## config.mk

```make
export PLATFORM = sky130hd
export DESIGN_NAME = sbf_top
export DESIGN_NICKNAME = d
export VERILOG_FILES = /design/src/sbf_pkg.sv /design/src/sbf_buf2.sv /design/src/sbf_top.sv
export VERILOG_INCLUDE_DIRS = /design/src
export SDC_FILE = /design/constraint.sdc
export NUM_CORES = 1
export LEC_CHECK = 0
export ABC_AREA = 0
export ABC_CLOCK_PERIOD_IN_PS = 4500
export BUFFER_PORTS_ARGS = -buffer_cell sky130_fd_sc_hd__buf_2
export CAP_MARGIN = 20
export CORE_MARGIN = 2
export CORE_UTILIZATION = 24
export DETAILED_ROUTE_END_ITERATION = 8
export PLACE_DENSITY = 0.4
export SLEW_MARGIN = 20
export SYNTH_ARGS = -nofsm -noshare
export SYNTH_HDL_FRONTEND = slang
export SYNTH_SLANG_ARGS = --single-unit
export TNS_END_PERCENT = 50
```

## constraint.sdc

```tcl
create_clock -name clk_i -period 4.5 [get_ports clk_i]
set_input_delay 0.675 -clock clk_i [delete_from_list [all_inputs] [get_ports clk_i]]
set_output_delay 0.675 -clock clk_i [all_outputs]
set_load 0.05 [all_outputs]
```

## src/sbf_defs.svh

```systemverilog
// Offsets, field positions, reset values and timing counts of the block.
// Assumes an 8-bit register port with byte-index addresses.
//
// What this block does
// - Serial clock divisor spans 2 to 2048 over all 64 field combinations.
// - Divisor equals (prescale field + 1) times two to (rate select + 1).
// - Serial bit rate is bus clock divided by the selected divisor.
// - Receive-complete flag, status bit 7, sets when received data lands.
// - Transmit-empty flag, status bit 5, shows empty data register; resets one.
// - Mode-fault flag, bit 4, sets on low select while master and enabled.
// - Mode fault clears after flagged status read then first control write.
// - Status readable anytime, writes ignored, bits 6 and 3..0 read zero.
// - Receive flag clears by flagged status read then low data byte read.
// - Transmit flag clears by flagged status read then low byte write.
`ifndef SBF_DEFS_SVH
`define SBF_DEFS_SVH

// --------------------------------------------------------------------
// Register offsets
// --------------------------------------------------------------------
`define SBF_OFS_CTRL1      3'h0
`define SBF_OFS_CTRL2      3'h1
`define SBF_OFS_BAUD       3'h2
`define SBF_OFS_FLAGS      3'h3
`define SBF_OFS_DATA_HIGH  3'h4
`define SBF_OFS_DATA_LOW   3'h5

// --------------------------------------------------------------------
// Field positions
// --------------------------------------------------------------------
`define SBF_CTRL1_ENABLE   6
`define SBF_CTRL1_MASTER   4
`define SBF_CTRL2_MFDEN    4
`define SBF_FLAG_RX        7
`define SBF_FLAG_TX        5
`define SBF_FLAG_MF        4
`define SBF_BAUD_PRE_LSB   4
`define SBF_BAUD_SEL_LSB   0

// --------------------------------------------------------------------
// Reset values and timing
// --------------------------------------------------------------------
`define SBF_RST_CTRL1      8'h00
`define SBF_RST_CTRL2      8'h00
`define SBF_RST_BAUD       8'h00
`define SBF_RST_TX_EMPTY   1'b1
`define SBF_BITS           3'h7
`define SBF_CLK_PERIOD_NS  25

`endif

```

## src/sbf_pkg.sv

```systemverilog
// Types shared by the serial rate and flag logic.
// Assumes the constants header is included by the files that need numbers.
package sbf_pkg;

  typedef enum logic [1:0] {
    SBF_IDLE  = 2'b01,
    SBF_SHIFT = 2'b10
  } sbf_state_t;

  typedef struct packed {
    logic [2:0] prescale;
    logic [2:0] rate_sel;
  } sbf_baud_t;

  typedef struct packed {
    logic rx_done;
    logic tx_empty;
    logic mode_fault;
  } sbf_flags_t;

endpackage : sbf_pkg

```

## src/sbf_buf2.sv

```systemverilog
// Two-entry buffer with valid and ready on both sides.
// Assumes one clock and a synchronous active-low reset.
`timescale 1ns/1ps
module sbf_buf2
  import sbf_pkg::*;
#(
  parameter int WIDTH = 8
) (
  // Clock and reset
  input  wire logic             clk_i,
  input  wire logic             rst_b_i,
  // Fill side
  input  wire logic             in_valid_i,
  output logic                  in_ready_o,
  input  wire logic [WIDTH-1:0] in_data_i,
  // Drain side
  output logic                  out_valid_o,
  input  wire logic             out_ready_i,
  output logic [WIDTH-1:0]      out_data_o
);

  logic [WIDTH-1:0] store [0:1];
  logic             wr_ptr;
  logic             rd_ptr;
  logic [1:0]       count;
  logic             push;
  logic             pop;

  assign in_ready_o  = (count != 2'h2);
  assign out_valid_o = (count != 2'h0);
  assign out_data_o  = store[rd_ptr];
  assign push        = in_valid_i && in_ready_o;
  assign pop         = out_valid_o && out_ready_i;

  always_ff @(posedge clk_i) begin
    if (push) begin
      store[wr_ptr] <= in_data_i;
    end
  end

  always_ff @(posedge clk_i) begin
    if (!rst_b_i) begin
      wr_ptr <= 1'b0;
      rd_ptr <= 1'b0;
      count  <= 2'h0;
    end else begin
      if (push) begin
        wr_ptr <= ~wr_ptr;
      end
      if (pop) begin
        rd_ptr <= ~rd_ptr;
      end
      case ({push, pop})
        2'b10:   count <= count + 2'h1;
        2'b01:   count <= count - 2'h1;
        default: count <= count;
      endcase
    end
  end

endmodule // sbf_buf2

```

## src/sbf_top.sv

```systemverilog
// Serial clock rate generator, status flags and a minimal master shifter.
// Assumes an 8-bit register port and pins synchronous to clk_i.
//
// Design decisions made here: the strobed register port and the register addresses.
`timescale 1ns/1ps
`include "sbf_defs.svh"
module sbf_top
  import sbf_pkg::*;
(
  // Clock and reset
  input  wire logic       clk_i,
  input  wire logic       rst_b_i,
  // Register port
  input  wire logic [2:0] addr_i,
  input  wire logic [7:0] wdata_i,
  input  wire logic       wr_i,
  input  wire logic       rd_i,
  output logic [7:0]      rdata_o,
  // Serial link
  input  wire logic       ss_b_i,
  input  wire logic       miso_i,
  output logic            sck_o,
  output logic            mosi_o
);

  // ------------------------------------------------------------------
  // Decode helpers
  // ------------------------------------------------------------------
  function automatic logic hit(input logic strobe, input logic [2:0] a,
                               input logic [2:0] ofs);
    hit = strobe && (a == ofs);
  endfunction

  // Half serial period in bus cycles: (pre + 1) << sel
  function automatic logic [10:0] half_of(input sbf_baud_t b);
    half_of = 11'({8'h00, b.prescale} + 11'h001) << b.rate_sel;
  endfunction

  logic [7:0]  ctrl1, ctrl2, data_high, rx_data, shreg, buf_data;
  sbf_baud_t   baud;
  sbf_flags_t  flags;
  sbf_state_t  state;
  logic [10:0] half, half_cnt;
  logic [2:0]  bit_cnt;
  logic        rx_arm, tx_arm, mf_arm, sample, sck_q, toggle, done;
  logic        abort, is_master, rx_set, tx_push, mf_set;
  logic        buf_ready, buf_valid, buf_pop;
  logic        status_rd, low_rd, low_wr, ctrl1_wr, baud_wr;

  assign status_rd = hit(rd_i, addr_i, `SBF_OFS_FLAGS);
  assign low_rd    = hit(rd_i, addr_i, `SBF_OFS_DATA_LOW);
  assign low_wr    = hit(wr_i, addr_i, `SBF_OFS_DATA_LOW);
  assign ctrl1_wr  = hit(wr_i, addr_i, `SBF_OFS_CTRL1);
  assign baud_wr   = hit(wr_i, addr_i, `SBF_OFS_BAUD);
  assign is_master = ctrl1[`SBF_CTRL1_ENABLE] && ctrl1[`SBF_CTRL1_MASTER];
  assign half      = half_of(baud);

  // ------------------------------------------------------------------
  // Control registers
  // ------------------------------------------------------------------
  always_ff @(posedge clk_i) begin
    if (!rst_b_i) begin
      ctrl1     <= `SBF_RST_CTRL1;
      ctrl2     <= `SBF_RST_CTRL2;
      baud      <= sbf_baud_t'(6'h00);
      data_high <= 8'h00;
    end else if (wr_i) begin
      case (addr_i)
        `SBF_OFS_CTRL1:     ctrl1 <= wdata_i;
        `SBF_OFS_CTRL2:     ctrl2 <= wdata_i;
        `SBF_OFS_BAUD: begin
          baud.prescale <= wdata_i[`SBF_BAUD_PRE_LSB +: 3];
          baud.rate_sel <= wdata_i[`SBF_BAUD_SEL_LSB +: 3];
        end
        `SBF_OFS_DATA_HIGH: data_high <= wdata_i;
        default: ;
      endcase
    end
  end

  // ------------------------------------------------------------------
  // Read port, data one cycle after the strobe
  // ------------------------------------------------------------------
  always_ff @(posedge clk_i) begin
    if (!rst_b_i) begin
      rdata_o <= 8'h00;
    end else if (rd_i) begin
      case (addr_i)
        `SBF_OFS_CTRL1:     rdata_o <= ctrl1;
        `SBF_OFS_CTRL2:     rdata_o <= ctrl2;
        `SBF_OFS_BAUD:      rdata_o <= {1'b0, baud.prescale, 1'b0,
                                        baud.rate_sel};
        `SBF_OFS_FLAGS:     rdata_o <= {flags.rx_done, 1'b0, flags.tx_empty,
                                        flags.mode_fault, 4'h0};
        `SBF_OFS_DATA_HIGH: rdata_o <= data_high;
        `SBF_OFS_DATA_LOW:  rdata_o <= rx_data;
        default:            rdata_o <= 8'h00;
      endcase
    end else begin
      rdata_o <= 8'h00;
    end
  end

  // ------------------------------------------------------------------
  // Status flags
  // ------------------------------------------------------------------
  assign mf_set  = is_master && ctrl2[`SBF_CTRL2_MFDEN] && !ss_b_i;
  assign tx_push = low_wr && tx_arm && flags.tx_empty && buf_ready;
  assign rx_set  = done;

  // Set wins over clear in every flag
  always_ff @(posedge clk_i) begin
    if (!rst_b_i) begin
      flags.rx_done <= 1'b0;
    end else if (rx_set) begin
      flags.rx_done <= 1'b1;
    end else if (low_rd && rx_arm) begin
      flags.rx_done <= 1'b0;
    end
  end

  always_ff @(posedge clk_i) begin
    if (!rst_b_i) begin
      flags.tx_empty <= `SBF_RST_TX_EMPTY;
    end else if (!flags.tx_empty && buf_ready) begin
      flags.tx_empty <= 1'b1;
    end else if (tx_push) begin
      flags.tx_empty <= 1'b0;
    end
  end

  always_ff @(posedge clk_i) begin
    if (!rst_b_i) begin
      flags.mode_fault <= 1'b0;
    end else if (mf_set) begin
      flags.mode_fault <= 1'b1;
    end else if (ctrl1_wr && mf_arm) begin
      flags.mode_fault <= 1'b0;
    end
  end

  // Arming: a status read that saw the flag set enables its clear
  always_ff @(posedge clk_i) begin
    if (!rst_b_i) begin
      rx_arm <= 1'b0;
      tx_arm <= 1'b0;
      mf_arm <= 1'b0;
    end else begin
      if (status_rd && flags.rx_done) begin
        rx_arm <= 1'b1;
      end else if (low_rd || !flags.rx_done) begin
        rx_arm <= 1'b0;
      end
      if (status_rd && flags.tx_empty) begin
        tx_arm <= 1'b1;
      end else if (low_wr || !flags.tx_empty) begin
        tx_arm <= 1'b0;
      end
      if (status_rd && flags.mode_fault) begin
        mf_arm <= 1'b1;
      end else if (ctrl1_wr || !flags.mode_fault) begin
        mf_arm <= 1'b0;
      end
    end
  end

  // ------------------------------------------------------------------
  // Transmit buffer between the register port and the shifter
  // ------------------------------------------------------------------
  sbf_buf2 #(
    .WIDTH (8)
  ) u_txbuf (
    .clk_i       (clk_i),
    .rst_b_i     (rst_b_i),
    .in_valid_i  (tx_push),
    .in_ready_o  (buf_ready),
    .in_data_i   (wdata_i),
    .out_valid_o (buf_valid),
    .out_ready_i (buf_pop),
    .out_data_o  (buf_data)
  );

  // ------------------------------------------------------------------
  // Rate generator and master shifter
  // ------------------------------------------------------------------
  // Rate changes and faults abort a frame rather than stretch it
  assign abort   = baud_wr || mf_set || !is_master || flags.mode_fault;
  assign buf_pop = (state == SBF_IDLE) && !abort && buf_valid;
  assign toggle  = (state == SBF_SHIFT) && !abort &&
                   (half_cnt == half - 11'h001);
  assign done    = toggle && sck_q && (bit_cnt == `SBF_BITS);
  assign mosi_o  = shreg[7];
  assign sck_o   = sck_q;

  always_ff @(posedge clk_i) begin
    if (!rst_b_i) begin
      state <= SBF_IDLE;
    end else begin
      case (state)
        SBF_IDLE:  if (buf_pop) begin
          state <= SBF_SHIFT;
        end
        SBF_SHIFT: if (abort || done) begin
          state <= SBF_IDLE;
        end
        default:   state <= SBF_IDLE;
      endcase
    end
  end

  // Full serial period spans the whole divisor of bus cycles
  always_ff @(posedge clk_i) begin
    if (!rst_b_i) begin
      half_cnt <= 11'h000;
      sck_q    <= 1'b0;
    end else if (state != SBF_SHIFT || abort) begin
      half_cnt <= 11'h000;
      sck_q    <= 1'b0;
    end else if (toggle) begin
      half_cnt <= 11'h000;
      sck_q    <= ~sck_q;
    end else begin
      half_cnt <= half_cnt + 11'h001;
    end
  end

  always_ff @(posedge clk_i) begin
    if (!rst_b_i) begin
      shreg   <= 8'h00;
      sample  <= 1'b0;
      bit_cnt <= 3'h0;
    end else if (buf_pop) begin
      shreg   <= buf_data;
      bit_cnt <= 3'h0;
    end else if (toggle && !sck_q) begin
      sample  <= miso_i;
    end else if (toggle) begin
      shreg   <= {shreg[6:0], sample};
      bit_cnt <= bit_cnt + 3'h1;
    end
  end

  // New byte only lands while the old one has been taken
  always_ff @(posedge clk_i) begin
    if (!rst_b_i) begin
      rx_data <= 8'h00;
    end else if (done && (!flags.rx_done || (low_rd && rx_arm))) begin
      rx_data <= {shreg[6:0], sample};
    end
  end

  // ------------------------------------------------------------------
  // Checks
  // ------------------------------------------------------------------
  logic [10:0] gap;
  logic        last_sck;

  always_ff @(posedge clk_i) begin
    if (!rst_b_i || state != SBF_SHIFT) begin
      gap <= 11'h000;
    end else if (sck_q != last_sck) begin
      gap <= 11'h001;
    end else begin
      gap <= gap + 11'h001;
    end
  end

  always_ff @(posedge clk_i) begin
    last_sck <= sck_q;
  end
endmodule // sbf_top

```

* Yosys cells after proc, flatten, opt, wreduce, memory -nomap -nowiden
Memories as Yosys holds them, arrays and structs flattened. A register that Yosys moved wholly into a read port is not among the register bits.
Cells that the tools add are included.
** Word-level totals
- Register bits :: 82
- Bits in writable memories :: 16
- Bits of input ports :: 17
- Logic and storage cells :: 139
- Memories kept :: 1
** Memories
- u_txbuf.store :: words 2, bits a word 8, read ports 1, clocked after memory_dff 1, write ports 1, RTL line sbf_buf2.sv:22 : logic [WIDTH-1:0] store [0:1];
** Operators by class
- Add/subtract/negate cells :: 6
- Equal/unequal tests :: 16
- Shift-type cells :: 1
- Muxes and demuxes :: 22
- Bitwise operators :: 6
- Reductions and logical operators :: 65
** Operator list (count)
- 8-bit one-hot mux with 6 select lines :: 1
- 1-bit logical AND :: 27
- 8-bit 2-to-1 mux :: 3
- 2-bit AND reduction :: 9
- 2-bit nonzero test :: 8
- 1-bit 2-to-1 mux :: 14
- 11-bit by 1-bit adder with 11-bit output, second input constant :: 1
- 11-bit equality test :: 1
- 4-bit by 3-bit << shifter with 11-bit output :: 1
- 11-bit by 1-bit subtractor with 11-bit output, second input constant :: 1
- 3-bit equality test, second input constant :: 3
- 1-bit logical OR :: 9
- 2-bit one-hot mux with 2 select lines :: 2
- 1-bit zero test :: 7
- 3-bit by 2-bit equality test with 1-bit output, second input constant :: 2
- 2-bit by 1-bit inequality test with 1-bit output, second input constant :: 3
- 1-bit NOT :: 6
- 2-bit OR reduction :: 3
- 3-bit by 1-bit adder with 4-bit output, second input constant :: 1
- 2-bit by 1-bit equality test with 1-bit output, second input constant :: 2
- 2-bit equality test, second input constant :: 2
- 2-bit 2-to-1 mux :: 2
- 2-bit inequality test, second input constant :: 2
- 3-bit by 1-bit adder with 3-bit output, second input constant :: 1
- other kinds (5) :: 5

* Logic depth before layout (Yosys ltp)
- Depth after elaboration :: 14
- Mapped depth :: 14
- Depth with buffers taken out :: 11

* Modules after synthesis
Synthesis repeated with hierarchy kept, for this count alone.
** Second synthesis, totals
- Cell total of the unflattened synthesis :: 568
- Area, all modules :: 5042.3 um^2
** By module, submodules not included
- sbf_top :: instances 1, cells each 518, area an instance 4240.3 um^2
- sbf_buf2 :: instances 1, cells each 50, area an instance 802.0 um^2

* Least setup slack after synthesis
No wires, ideal clock.
- Path type :: input to register
- Start point :: in addr_i[2]
- End point :: reg u_txbuf.count[1]
- Library setup time :: 76 ps
- Data arrival time :: 3317 ps
- Slack :: 1108 ps
- Stages on the path :: 10
- Buffers on the path :: 4
- Cell sequence :: clkbuf_1 nor3b_1 buf_2 or4_1 nor4b_1 clkbuf_1 clkbuf_1 ha_1 or3_1 a21boi_0
** Between the ends
- Word-level cells in the longest chain between the ends :: 11
- Elaborated cells on any way between the ends :: 19
- Those cells by class :: eq/ne: 4; mux: 1; reduce/logical: 14
** Ends and longest elaborated chain
- start, declared :: RTL line sbf_top.sv:14 : input wire logic [2:0] addr_i,
- 3-bit by 2-bit equality test with 1-bit output * :: RTL line sbf_top.sv:31 : hit = strobe && (a == ofs);
- 1-bit logical AND * :: RTL line sbf_top.sv:31
- 1-bit logical OR * (3 in a row) :: RTL line sbf_top.sv:187 : assign abort = baud_wr || mf_set || !is_master || flags.mode_fault;
- 1-bit zero test * :: RTL line sbf_top.sv:188 : assign buf_pop = (state == SBF_IDLE) && !abort && buf_valid;
- 1-bit logical AND * (2 in a row) :: RTL line sbf_top.sv:188
- 1-bit logical AND * :: RTL line sbf_buf2.sv:33 : assign pop = out_valid_o && out_ready_i;
- via u_txbuf.pop :: RTL line sbf_buf2.sv:27 : logic pop;
- 2-bit by 1-bit equality test with 1-bit output / 2-bit equality test (equally long branches) :: RTL line sbf_buf2.sv:53 : case ({push, pop})
- 2-bit one-hot mux with 2 select lines / 2-bit nonzero test (equally long branches)
- end signal, assigned :: RTL line sbf_buf2.sv:54 : 2'b10: count <= count + 2'h1;
- end signal, assigned :: RTL line sbf_buf2.sv:55 : 2'b01: count <= count - 2'h1;
- end signal, assigned :: RTL line sbf_buf2.sv:56 : default: count <= count;
- end, declared :: RTL line sbf_buf2.sv:25 : logic [1:0] count;
Mark *: on every way through the listed nets, which the timed path passes. The rest lies on a longest branch.
A chain may end at the register's enable or synchronous reset.

* Worst setup path in the final report
- Start point :: reg baud[4] (netlist bit)
- End point :: reg rx_data[1]
** Between the ends
- Word-level cells in the longest chain between the ends :: 8
** Ends and longest elaborated chain
- start, declared :: RTL line sbf_top.sv:40 : sbf_baud_t baud;
- start signal, assigned :: RTL line sbf_top.sv:65 : baud <= sbf_baud_t'(6'h00);
- 3-bit by 1-bit adder with 4-bit output :: RTL line sbf_top.sv:36 : half_of = 11'({8'h00, b.prescale} + 11'h001) << b.rate_sel;
- 4-bit by 3-bit << shifter with 11-bit output :: RTL line sbf_top.sv:36
- 11-bit by 1-bit subtractor with 11-bit output :: RTL line sbf_top.sv:190 : (half_cnt == half - 11'h001);
- 11-bit equality test :: RTL line sbf_top.sv:190
- 1-bit logical AND :: RTL line sbf_top.sv:189 : assign toggle = (state == SBF_SHIFT) && !abort &&
- 1-bit logical AND (2 in a row) :: RTL line sbf_top.sv:191 : assign done = toggle && sck_q && (bit_cnt == `SBF_BITS);
- 1-bit logical AND :: RTL line sbf_top.sv:247 : end else if (done && (!flags.rx_done || (low_rd && rx_arm))) begin
- end signal, assigned :: RTL line sbf_top.sv:248 : rx_data <= {shreg[6:0], sample};
- end, declared :: RTL line sbf_top.sv:39 : logic [7:0] ctrl1, ctrl2, data_high, rx_data, shreg, buf_data;
No other way between the ends.

==> impl_metrics.csv <==
group,metric,value,unit
placement,placed_area,0.00574,mm²
setup_path,startpoint,"baud[4]",
worst_hold_path,hold_start,"ctrl2[7]",
floorplan,start_util,24.5,%
cts,cts_inserted_buffers,9,
cts,cts_sinks,99,
pwr,p_comb_share,7.8,%
yosys,synth_warnings,0,
sta,fmax,287,MHz
yosys,synthFlopType,"dfxtp_1",
drt,drc,0,
setup_path,cp_max_fo,8,
setup_path,worstSetupEndpointType,"register",
floorplan,core-area,0.0219,mm²
sta,whs,467,ps
setup_path,crit_type,"reg -> reg",
grt,grt_antenna_before_repair,0,
drt,postRouteAntennaNets,0,
grt,grt_pass1_wl,23.2,mm
cells_and_area,drive_gt1_share,13.4,%
grt,grt_pass1_vias,4119,
grt,grt_usage,12.5,%
yosys,synth_edf_count,16,
yosys,synth_most_common_cell,"dfxtp_1",
setup_path,rr_startpoint,"baud[4]",
yosys,yosysTopAreaCell,"dfxtp_1",
drt,drt-pass1-iter-count,4,
floorplan,die_w,153,µm
grt,grt_max_degree,55,
sta,hold_violations,0,
pwr,peakVddDrop,158,µV
sta,tns,0,ps
drt,vias_per_cell,4.77,
drt,drt-initial-drc-count,233,
placement,io_buffer_count,26,
sta,setup_viol,0,
cts,clkTransAtPathRegs,80,ps
drt,wl,14.5,mm
outcome,outcome,"finished, final reports clean",
cts,cts.path.max_buffers,2,
floorplan,io_pins,27,
drt,dr_total_vias,4253,
sta,worst_pin_slew,1010,ps
yosys,syn_area,0.00536,mm²
setup_path,worstPathRequired,4740,ps
pwr,pwr-share-clk,42.0,%
setup_path,cp-start-kind,"register",
cells_and_area,fin_area,0.00603,mm²
cts,tritoncts,"built",
sta,skew,10.4,ps
pwr,p_int,0.00135,W
yosys,synth.top_cell.area_share,31.0,%
floorplan,rows,54,
pwr,switching_share,25.8,%
pwr,power.switching,0.000467,W
cts,cts_hold_buf,0,
pwr,p_leak,2.04,nW
yosys,ys_seq_area_share,40.0,%
grt,grt_overflow,0,
yosys,synth.avg_cell_area,8.99,µm²
yosys,postSynthCellCount,596,
yosys,yosys-top-cells-area,"dfxtp_1 31%, edfxtp_1 9.0%, mux2i_1 7.5%, nand2_1 5.3%, nor2b_1 4.1%",
cells_and_area,fill_cells,2369,
cts,insertion_delay,350,ps
cells_and_area,area_delta_synth_final,12.5,%
pwr,powerDensity,301,mW/mm²
drt,wl_per_cell,16.2,µm
placement,dpl.hpwl,10.5,mm
sta,slew_headroom,32.6,%
yosys,synthArstFlopShare,0,%
flow_run,maxCapViolCount,0,
placement,gp_congestion,0.851,
sta,period_needed,3480,ps
yosys,syn-num-nets,619,
yosys,synth_common_cells,"83 x dfxtp_1, 76 x nand2_1, 46 x nor2_1",
cts,htreeDepth,3,
cts,cts_setup_buffers,0,
pwr,p_seq_share,50.2,%
cells_and_area,utilization,27.5,%
worst_hold_path,hold_path.class,"reg -> reg",
floorplan,dieArea,0.0235,mm²
setup_path,critPathArrivalTime,3720,ps
cts,cts-resized-gates,0,
sta,post-route-period-util,77.4,%
sta,drv_slew,0,
floorplan,die_h,153,µm
cts,root_buffer,"clkbuf_16",
cells_and_area,n_antenna_cell,0,
cells_and_area,finalNetCount,629,
sta,rsz0062_at_grt,"false",
yosys,synth_cell_type_count,74,
yosys,synth.ff_latch_count,99,
-- cell usage in the layout, fill, tap and decap left out, drive strengths merged, types with 14 or more instances in the layout --
| cell type | Yosys | final |
|---|---|---|
| a21boi | 19 | 19 |
| a21oi | 14 | 14 |
| and2 | 15 | 15 |
| buf | 15 | 36 |
| dfxtp | 83 | 83 |
| edfxtp | 16 | 16 |
| mux2i | 40 | 40 |
| nand2 | 77 | 77 |
| nor2 | 46 | 46 |
| nor2b | 35 | 35 |
| nor3 | 18 | 18 |
| o21ai | 25 | 25 |
| xnor2 | 17 | 17 |
-- path summary, 6_finish.rpt --
check / endpoint / slack (ps) / cells after the start
min reg2reg: ctrl2[7] / 470 / 2
min: ctrl2[7] / 470 / 2
max reg2reg: rx_data[1] / 1020 / 11
max: rx_data[1] / 1020 / 11
-- routing by layer --
| metal | up-vias | wire length, µm | GRT usage, % |
|---|---|---|---|
| met2 | 81 | 7000 | 20.9 |
| met1 | 2027 | 6910 | 16.4 |
| met3 | 8 | 473 | 2.75 |
| met5 | - | 0 | 0 |
| met4 | 0 | 83 | 2.84 |
| li1 | 2137 | - | - |
-- logic make-up after synthesis --
group,count (synthesis),share of synthesized area (%)
xor gates and xnor gates,27,4.55
AOI/OAI and AO/OA,111,14.8
muxes,46,8.94
adders and majority gates,6,1.40
and+or+nand+nor,263,26.5
buffers and inverters,44,3.85
DFF,99,40.0
-- state kept, by name, summed over array words and instances (netlist names), 2 cells and up, named ones only --
register / flops
rdata_o: 8
u_txbuf.store: 16
rx_data: 8
flags: 3
ctrl2: 8
state: 2
bit_cnt: 3
half_cnt: 11
ctrl1: 8
shreg: 8
u_txbuf.count: 2
baud: 6
data_high: 8
-- layout make-up --
class,count,area (µm²),area share [%]
repair buffers,36,205,3.40
well taps,280,350,5.81
clock inverters,7,62.6,1.04
clock buffers,9,225,3.74
inverters,7,26.3,0.436
flip-flops and latches,99,2140,35.5
multi-input cells,453,3020,50.1
-- stage by stage --
| step | cells | total power [W] | setup slack (ps) |
|---|---|---|---|
| final | 891 | 0.00181 | 1020 |
| after global routing | 891 | 0.00190 | 685 |
| after CTS | 891 | 0.00184 | 974 |
| after detailed placement | 875 | 0.00107 | 969 |
| after global placement | 875 | 0.00107 | 952 |
| after floorplan | 596 | 0.00103 | 1110 |
-- power groups by stage --
stage | Combinational, W | Clock [W] | Sequential (W)
after floorplan | 0.0000977 | 0 | 0.000929
after global placement | 0.000142 | 0 | 0.000931
after detailed placement | 0.000143 | 0 | 0.000931
after CTS | 0.000143 | 0.000790 | 0.000910
after global routing | 0.000156 | 0.000830 | 0.000912
final | 0.000141 | 0.000762 | 0.000910
-- critical path, cell delays in order (launching register included) --
cell,delay [ps]
dfxtp_1,460
ha_1,360
nor2b_1,230
o21ai_0,240
ha_1,250
nand3_2,120
nand4bb_4,250
nor3_2,270
o221ai_2,200
nor4_4,680
mux2i_1,250
nor2b_1,60
No activity file was read; power rests on OpenSTA's default activity.
